<file path="src/pkg/umt_pkg.sv">
// Purpose: Shared constants for the user-mode trap logic
// Assumes: APB slave with 32-bit data, one aligned word per register
// Notes: Offsets are byte addresses; reset values apply under presetn
package umt_pkg;
    // Register byte offsets
    localparam logic [11:0] OFS_STATUS = 12'h000;
    localparam logic [11:0] OFS_MASK = 12'h004;
    localparam logic [11:0] OFS_CTRL = 12'h008;
    localparam logic [11:0] OFS_STATE = 12'h00c;
    // Status and mask bit positions
    localparam int EV_TRAP = 0;
    localparam int EV_SKIP = 1;
    localparam int EV_ENTRY = 2;
    localparam int EV_USER = 3;
    localparam int EV_W = 4;
    // Control bit positions
    localparam int CT_INT_EN = 0;
    localparam int CT_SOFT_CLR = 1;
    // State register bit positions
    localparam int ST_ACTIVE = 0;
    localparam int ST_PENDING = 1;
    localparam int ST_SAVED = 2;
    localparam int ST_TRAP = 3;
    localparam int ST_INHIBIT = 4;
    localparam int ST_INTCYC = 5;
    localparam int ST_W = 6;
    // Reset values
    localparam logic [EV_W-1:0] RST_STATUS = 4'h0;
    localparam logic [EV_W-1:0] RST_MASK = 4'h0;
    localparam logic RST_INT_EN = 1'b1;
    localparam logic [31:0] RST_PRDATA = 32'h0000_0000;
    // Bus address width seen by the decoder
    localparam int ADDR_W = 12;
endpackage

</file>
<file path="src/logic/umt_trap.sv">
// Purpose: Executive/user mode flags and user trap logic with an APB view
// Assumes: Decoded instruction levels and timing pulses come from core logic on pclk
// Notes: Bus levels are active low and driven open-drain through an enable
//
// Our own choices: the address map and register access over APB.
`timescale 1ns/1ps

module umt_trap (
    input wire logic pclk, // Processor clock
    input wire logic presetn, // Async reset, active low
    input wire logic psel, // APB select
    input wire logic penable, // APB enable
    input wire logic pwrite, // APB direction
    input wire logic [31:0] paddr, // APB byte address
    input wire logic [31:0] pwdata, // APB write data
    output logic [31:0] prdata, // APB read data
    output logic pready, // APB ready
    output logic pslverr, // APB error on unmapped address
    input wire logic halt_instr, // Halt decoded
    input wire logic switch_or_instr, // Switch-read decoded
    input wire logic io_transfer_instr, // I/O transfer decoded
    input wire logic jump_instr, // Jump executing
    input wire logic subroutine_call_instr, // Subroutine call executing
    input wire logic set_user_cmd, // Set user flag command
    input wire logic restore_fields_cmd, // Restore fields command
    input wire logic clear_trap_cmd, // Clear trap command
    input wire logic skip_on_trap_cmd, // Skip on trap command
    input wire logic late_phase5_pulse, // Late phase five timing pulse
    input wire logic phase4_pulse, // Phase four timing pulse
    input wire logic time_state_three, // Time state three level
    input wire logic cycle_pulse_one, // Cycle pulse one
    input wire logic int_cycle_end, // Interrupt cycle finished
    input wire logic ext_int_req, // Other program interrupt requests
    input wire logic console_io_clear, // Console I/O preset
    output logic active_mode_flag, // Current mode, 1 is user
    output logic instr_abort, // Abort the decoded instruction
    output logic int_cycle, // Interrupt state
    output logic int_inhibit, // Interrupts held off
    output logic trap_skip_level_n, // Skip bus level, active low
    output logic trap_skip_oe, // Skip bus driver enable
    output logic trap_request_level_n, // Interrupt line level, active low
    output logic trap_request_oe, // Interrupt line driver enable
    output logic irq // Unmasked status pending
);
    logic active_q, active_d;
    logic pending_q, pending_d;
    logic saved_q, saved_d;
    logic trap_q, trap_d;
    logic inhibit_q, inhibit_d;
    logic intcyc_q, intcyc_d;
    logic abort_q, skip_q, req_q, irq_q;
    logic skip_n_q, req_n_q;
    logic int_en_q;
    logic [umt_pkg::EV_W-1:0] status_q, status_d, mask_q;
    logic [31:0] prdata_q, rdata_mux;
    logic pready_q, pslverr_q;

    // Bus decode; a setup cycle prepares the answer, the access edge commits it
    wire setup = psel && !penable;
    wire access = psel && penable && pready_q;
    wire [umt_pkg::ADDR_W-1:0] addr = paddr[umt_pkg::ADDR_W-1:0];
    wire sel_status = addr == umt_pkg::OFS_STATUS;
    wire sel_mask = addr == umt_pkg::OFS_MASK;
    wire sel_ctrl = addr == umt_pkg::OFS_CTRL;
    wire sel_state = addr == umt_pkg::OFS_STATE;
    wire mapped = (sel_status || sel_mask || sel_ctrl || sel_state) && (paddr[31:12] == 20'h00000);
    wire wr = access && pwrite && mapped;
    wire wr_status = wr && sel_status;
    wire wr_mask = wr && sel_mask;
    wire wr_ctrl = wr && sel_ctrl;
    // Software clear acts exactly like the console preset
    wire soft_clr = wr_ctrl && pwdata[umt_pkg::CT_SOFT_CLR];
    wire clr = console_io_clear || soft_clr;

    // Trap decode and processor interrupt request
    wire privileged = halt_instr || switch_or_instr || io_transfer_instr;
    wire trap_cond = active_q && privileged;
    wire trap_req = trap_cond || trap_q;
    wire any_req = trap_req || ext_int_req;
    wire entry = cycle_pulse_one && !intcyc_q && any_req && int_en_q && !inhibit_q;
    wire flag_load = phase4_pulse && (jump_instr || subroutine_call_instr);
    wire skip_now = skip_on_trap_cmd && trap_q;

    // Pending mode flag, a one-bit extension of the buffer field
    always_comb
    begin
        pending_d = pending_q;
        if (clr || entry)
        begin
            pending_d = 1'b0;
        end
        else if (late_phase5_pulse && set_user_cmd)
        begin
            pending_d = 1'b1;
        end
        else if (late_phase5_pulse && restore_fields_cmd)
        begin
            pending_d = saved_q;
        end
    end

    // Active mode flag; the clears win over a load in the same edge
    always_comb
    begin
        active_d = active_q;
        if (clr || (time_state_three && intcyc_q))
        begin
            active_d = 1'b0;
        end
        else if (flag_load)
        begin
            active_d = pending_q;
        end
    end

    // Saved mode flag captures the interrupted mode on entry
    always_comb
    begin
        saved_d = saved_q;
        if (clr)
        begin
            saved_d = 1'b0;
        end
        else if (entry)
        begin
            saved_d = active_q;
        end
    end

    // Trap flag; a trap at late phase five wins over the clear trap command in the same edge, but not over clr
    always_comb
    begin
        trap_d = trap_q;
        if (clr)
        begin
            trap_d = 1'b0;
        end
        else if (late_phase5_pulse)
        begin
            trap_d = trap_cond || (trap_q && !clear_trap_cmd);
        end
        else if (clear_trap_cmd)
        begin
            trap_d = 1'b0;
        end
    end

    // Interrupt hold-off from set-user until the flag is loaded
    always_comb
    begin
        inhibit_d = inhibit_q;
        if (clr || flag_load)
        begin
            inhibit_d = 1'b0;
        end
        else if (set_user_cmd)
        begin
            inhibit_d = 1'b1;
        end
    end

    // Interrupt state runs from cycle pulse one until the core ends the cycle
    always_comb
    begin
        intcyc_d = intcyc_q;
        if (clr || int_cycle_end)
        begin
            intcyc_d = 1'b0;
        end
        else if (entry)
        begin
            intcyc_d = 1'b1;
        end
    end

    // Mode and trap flip-flops
    always_ff @(posedge pclk or negedge presetn)
    begin
        if (!presetn)
        begin
            pending_q <= 1'b0;
            active_q <= 1'b0;
            saved_q <= 1'b0;
            trap_q <= 1'b0;
            inhibit_q <= 1'b0;
            intcyc_q <= 1'b0;
        end
        else
        begin
            pending_q <= pending_d;
            active_q <= active_d;
            saved_q <= saved_d;
            trap_q <= trap_d;
            inhibit_q <= inhibit_d;
            intcyc_q <= intcyc_d;
        end
    end

    // Bus driver levels are registered, so they trail their cause by one cycle
    always_ff @(posedge pclk or negedge presetn)
    begin
        if (!presetn)
        begin
            abort_q <= 1'b0;
            skip_q <= 1'b0;
            req_q <= 1'b0;
            skip_n_q <= 1'b1;
            req_n_q <= 1'b1;
        end
        else
        begin
            abort_q <= trap_cond;
            skip_q <= skip_now;
            req_q <= trap_req;
            // Own flops for the low levels keep the pins free of output gates
            skip_n_q <= !skip_now;
            req_n_q <= !trap_req;
        end
    end

    // Sticky events; a new event beats a write-one-to-clear in the same cycle
    wire [umt_pkg::EV_W-1:0] events = {flag_load && pending_q && !active_q, entry, skip_now,
        late_phase5_pulse && trap_cond};
    wire [umt_pkg::EV_W-1:0] w1c = wr_status ? pwdata[umt_pkg::EV_W-1:0] : 4'h0;
    assign status_d = (status_q & ~w1c) | events;

    // Read selection; reserved bits read as zero
    wire [umt_pkg::ST_W-1:0] state_vec = {intcyc_q, inhibit_q, trap_q, saved_q, pending_q,
        active_q};
    assign rdata_mux = sel_status ? {28'h0000000, status_q} :
        sel_mask ? {28'h0000000, mask_q} :
        sel_ctrl ? {31'h00000000, int_en_q} :
        sel_state ? {26'h0000000, state_vec} : umt_pkg::RST_PRDATA;

    // Register file and interrupt output
    always_ff @(posedge pclk or negedge presetn)
    begin
        if (!presetn)
        begin
            status_q <= umt_pkg::RST_STATUS;
            mask_q <= umt_pkg::RST_MASK;
            int_en_q <= umt_pkg::RST_INT_EN;
            irq_q <= 1'b0;
        end
        else
        begin
            status_q <= status_d;
            if (wr_mask)
            begin
                mask_q <= pwdata[umt_pkg::EV_W-1:0];
            end
            if (wr_ctrl)
            begin
                int_en_q <= pwdata[umt_pkg::CT_INT_EN];
            end
            irq_q <= |(status_d & mask_q);
        end
    end

    // APB answer: one wait-free access phase after every setup cycle
    always_ff @(posedge pclk or negedge presetn)
    begin
        if (!presetn)
        begin
            pready_q <= 1'b0;
            pslverr_q <= 1'b0;
            prdata_q <= umt_pkg::RST_PRDATA;
        end
        else
        begin
            pready_q <= setup;
            if (setup)
            begin
                pslverr_q <= !mapped;
                prdata_q <= (pwrite || !mapped) ? umt_pkg::RST_PRDATA : rdata_mux;
            end
            else if (access)
            begin
                pslverr_q <= 1'b0;
                prdata_q <= umt_pkg::RST_PRDATA;
            end
        end
    end

    assign prdata = prdata_q;
    assign pready = pready_q;
    assign pslverr = pslverr_q;
    assign active_mode_flag = active_q;
    assign instr_abort = abort_q;
    assign int_cycle = intcyc_q;
    assign int_inhibit = inhibit_q;
    // Open-drain drivers pull low only while the level is asserted
    assign trap_skip_level_n = skip_n_q;
    assign trap_skip_oe = skip_q;
    assign trap_request_level_n = req_n_q;
    assign trap_request_oe = req_q;
    assign irq = irq_q;
endmodule

</file>
<file path="config.mk">
export PLATFORM = sky130hd
export DESIGN_NAME = umt_trap
export DESIGN_NICKNAME = d
export VERILOG_FILES = /design/src/pkg/umt_pkg.sv /design/src/logic/umt_trap.sv
export SDC_FILE = /design/constraint.sdc
export NUM_CORES = 1
export LEC_CHECK = 0
export BUFFER_PORTS_ARGS = -buffer_cell sky130_fd_sc_hd__buf_2
export CORE_MARGIN = 8
export CORE_UTILIZATION = 35
export CTS_BUF_LIST = sky130_fd_sc_hd__clkbuf_2 sky130_fd_sc_hd__clkbuf_4 sky130_fd_sc_hd__clkbuf_8
export DETAILED_ROUTE_END_ITERATION = 7
export GPL_ROUTABILITY_DRIVEN = 1
export PLACE_DENSITY = 0.7
export SLEW_MARGIN = 20
export SYNTH_ARGS = -nofsm -noshare
export SYNTH_HDL_FRONTEND = slang
export SYNTH_SLANG_ARGS = --single-unit
</file>
<file path="constraint.sdc">
create_clock -name pclk -period 2.3 [get_ports pclk]
set_input_delay 0.46 -clock pclk [delete_from_list [all_inputs] [get_ports pclk]]
set_output_delay 0.46 -clock pclk [all_outputs]
set_load 0.005 [all_outputs]
</file>
-- Yosys cells after proc, flatten, opt, wreduce, memory -nomap -nowiden
Index checks and enable logic that the tools add are counted.
- $add $sub $neg: 0
- multiply operators: 0
- div/mod/pow operators: 0
- magnitude comparators: 0
- equal/unequal tests: 3
- shift-type cells: 0
- multiplexer cells: 24
- bitwise operators: 4
- reduce and logical (&&, ||, !) cells: 57
- operator list (kind ; number):
    32-bit 2-to-1 mux ; 2
    6-bit 2-to-1 mux ; 5
    12-bit by 4-bit == test with 1-bit output (second input constant) ; 2
    1-bit logical AND ; 24
    20-bit logical NOT ; 1
    1-bit 2-to-1 mux ; 16
    1-bit logical OR ; 15
    12-bit by 3-bit == test with 1-bit output (second input constant) ; 1
    12-bit logical NOT ; 1
    2-bit nonzero test ; 5
    4-bit bitwise AND ; 2
    1-bit logical NOT ; 8
    3-bit nonzero test ; 2
    4-bit 2-to-1 mux ; 1
    4-bit NOT ; 1
    4-bit bitwise OR ; 1
    4-bit OR reduction ; 1
- bits in registers: 55
- bits in latches: 0
- memory bits (writable): 0
- bits in read-only memories: 0
- bits of input ports: 85
- output and inout bits: 43
- logic and storage cells: 106
- memories: 0

-- Depth between registers and ports, before layout
- word-level depth: 13
- mapped depth: 7
- mapped depth without buffers: 5

-- Worst setup path after synthesis
Ideal clock, no wire load.
- kind: input port to flip-flop
- start point: input paddr[9]
- end point: register mask_q[0] (netlist bit)
- arrival: 1.675 ns
- path slack: 0.501 ns
- cell stages on the path: 6
- cells stage by stage: nor4_2 > nand3_2 > nor3_2 > and3_1 > buf_2 > mux2_2
- word-level cells in the longest chain between the ends: 7
- RTL lines (element ; line ; RTL):
    from (decl) ; umt_trap.sv:14 ; input wire logic [31:0] paddr,
    12-bit by 3-bit == test with 1-bit output or 12-bit logical NOT (tied branches) ; umt_trap.sv:63, umt_trap.sv:62 ;
    1-bit logical OR (3 in series) ; umt_trap.sv:66 ; wire mapped = (sel_status || sel_mask || sel_ctrl || sel_state) && (paddr[31:12] == 20'h00000);
    1-bit logical AND ; umt_trap.sv:66 ;
    1-bit logical AND ; umt_trap.sv:67 ; wire wr = access && pwrite && mapped;
    1-bit logical AND (*) ; umt_trap.sv:69 ; wire wr_mask = wr && sel_mask;
    to (signal assigned) ; umt_trap.sv:241 ; mask_q <= umt_pkg::RST_MASK;
    to (signal assigned) ; umt_trap.sv:250 ; mask_q <= pwdata[umt_pkg::EV_W-1:0];
    to (decl) ; umt_trap.sv:54 ; logic [umt_pkg::EV_W-1:0] status_q, status_d, mask_q;
Every way passes the cells marked *; elsewhere a longest branch is shown, timed or not.
A chain may end at the register's enable or synchronous reset.

-- Worst setup path in the final report
- start point: input paddr[5]
- end point: register mask_q[2] (netlist bit)
Same word-level chain as after synthesis.

==> run metrics <==
HPWL Detailed 3590 µm; CP Buf/Inv Count 1; RD Place Congestion 0.865; Largest register FFs 6; crit path time final 1.77 ns; post-CTS sizing 0; crit share post-route 0.768; final WL 4370 µm; H-Tree Level Count 2; Crit. End Element flop; I/O pin count 128; initial antenna violation count 0; largest net degree at the start of global routing 30; hold buffer count at cts 0; GRT Total Usage 0.124; maximum capacitance violations 0; Flop pwr share 0.480; core footprint 4600 µm²; Avg WL per Cell 15.0 µm; leakage power 0.00110 µW; Via-to-Cell Ratio 4.96; yosys warns 0; RSZ-0062 raised after global routing false; Clock Path Buffers 2; status completed; Synth Instances 161; Setup violations, final 0; drt first pass iters 4; switching share of power 0.242; FFs w/ async S/R, synth 1.00; chip width 84.2 µm; Initial Util 0.354; min setup slack post-route 0.534 ns; Mapped Area 1630 µm²; total power 1140 µW; Syn-to-layout area delta 25.7%; row cnt 25; layout cell share with drive strength beyond 1 0.403; cell family with most CP delay simple AND/OR/NAND/NOR gates; CP required 2.46 ns; clk_skew 0.00928 ns; Fmax 566 MHz; peak per-stage delay on the critical path 0.37 ns; Root Buffer clkbuf_8; Synth Flop Type dfrtp_1; first-pass GRT wire length 7160 µm; Clock Latency Late Sink 0.28 ns; clock power share 0.402; sequential area share after synthesis 0.448; Yosys cell types 41; Residual DRC 0; Sw Pwr 277 µW; post-synth top area share 0.399; total die area 7090 µm²; vias in the first global route 1515; PwrDens 557 nW/µm²; Cell Area, Placed 1950 µm²; cell taking the most area after synthesis dfrtp_1; Worst slew margin 0.584; # diodes 0; top cells by area, synth dfrtp_1 (40%), buf_4 (13%), dfstp_2 (4.8%), o21ai_0 (3.7%), mux2_2 (3.5%); Avg Cell Area, Syn 10.1 µm²; critical path type input pin to flop; final hold vios 0; post-route cell area 2050 µm²; WHS 0.191 ns; FF+latch count, synth 29; height of the die 84.2 µm; Post-CTS Setup Bufs 0; dpl ws 0.226 ns; DRT antenna net count 0; crit path max fanout 5; Post-synth EDFFs 0; Synth top cells by count buf_4 (28), dfrtp_1 (26), o21ai_0 (12), nor2_1 (10), inv_1 (7); total gr overflow 0; worst vdd ir 0.277 mV; port bufs 73; # clock sinks 29; Worst Path Arrival 1.93 ns; Slew Viols, Final 0; Fill cells 459; nets 322; Worst-Margin Slew 0.624 ns; setup TNS 0 ns; Internal Power 864 µW; count leader, synth buf_4; clock-pin transition on the worst setup and hold timing paths 0.06 ns; Initial DRC Count 61; Hold WC Path Type input pin to asynchronous set/reset pin; Logic pwr share 0.118; slowest CP cell mux2_2; CTS tree done; clock buffer count from CTS 5; CP cell instances buf_2 -> nor4_2 -> nand3_2 -> nor3_2 -> and3_1 -> mux2_2; DR vias 1448; CP Launch Type input pin
placed cells by master (no fill, tap or decap), types with 2 or more instances in the layout:
cell type	count
o21ai_0	12
clkbuf_8	7
o211ai_1	3
nand2_1	4
a21oi_1	2
buf_2	73
a32o_1	2
a22o_1	4
dfstp_2	3
conb_1	26
a21o_1	4
mux2_2	5
nand2b_1	2
nor2_1	10
inv_1	7
nor2b_1	3
nor4_1	5
buf_4	2
and3_1	2
mux2i_1	5
nor3_1	2
nand3_1	3
nor4_2	2
dfrtp_1	26
o31a_1	2
nor4bb_1	2
nand4_1	5
power groups by stage:
| stage | Sequential (µW) | Combinational, µW | Clock (µW) |
|---|---|---|---|
| after floorplan | 552 | 87.9 | 0 |
| after global placement | 556 | 133 | 0 |
| after detailed placement | 557 | 136 | 0 |
| after CTS | 547 | 136 | 470 |
| after global routing | 549 | 154 | 489 |
| final | 547 | 135 | 459 |
kinds of logic after synthesis:
family / share of synthesized area
AO/OA/AOI/OAI: 0.164
buffers and inverters: 0.154
flip-flops: 0.448
other: 0.00230
AND/OR/NAND/NOR: 0.167
multiplexers: 0.0653
path summary, 6_finish.rpt:
| check | cells past startpoint | to | slack (ns) | start |
|---|---|---|---|---|
| min in group pclk | 2 | int_cycle | 0.34 | int_cycle_end |
| max | 6 | mask_q[2] | 0.53 | paddr[5] |
| min reg2reg | 2 | pslverr | 0.46 | pslverr |
| max in group asynchronous | 1 | status_q[2] | 1.69 | presetn |
| max reg2reg | 5 | irq | 0.56 | active_mode_flag |
| min | 1 | trap_skip_oe | 0.19 | presetn |
per-stage QoR:
| stage | utilization | cells |
|---|---|---|
| after detailed placement | 0.423 | 284 |
| after CTS | 0.445 | 292 |
| after global routing | 0.445 | 292 |
| final | 0.445 | 292 |
| after global placement | 0.423 | 284 |
| after floorplan | - | 186 |
layout make-up:
class / instances / area (µm²) / share of cell area
clock buffer: 7 / 96.3 / 0.0470
clock inverter: 1 / 5.00 / 0.00244
inverter: 7 / 26.3 / 0.0128
multi-input combinational: 119 / 743 / 0.363
sequential: 29 / 729 / 0.356
tap: 54 / 67.6 / 0.0330
timing repair buffer: 75 / 380 / 0.186
per-layer routing:
layer	up-vias	wire length, µm	global-route usage	part of all wire
met5	-	0	0	0
met4	0	70	0.0518	0.016
met3	8	525	0.0649	0.12
met2	75	2020	0.202	0.46
met1	675	1760	0.131	0.40
li1	690	-	-	-
Power figures use the tool's default switching activity.
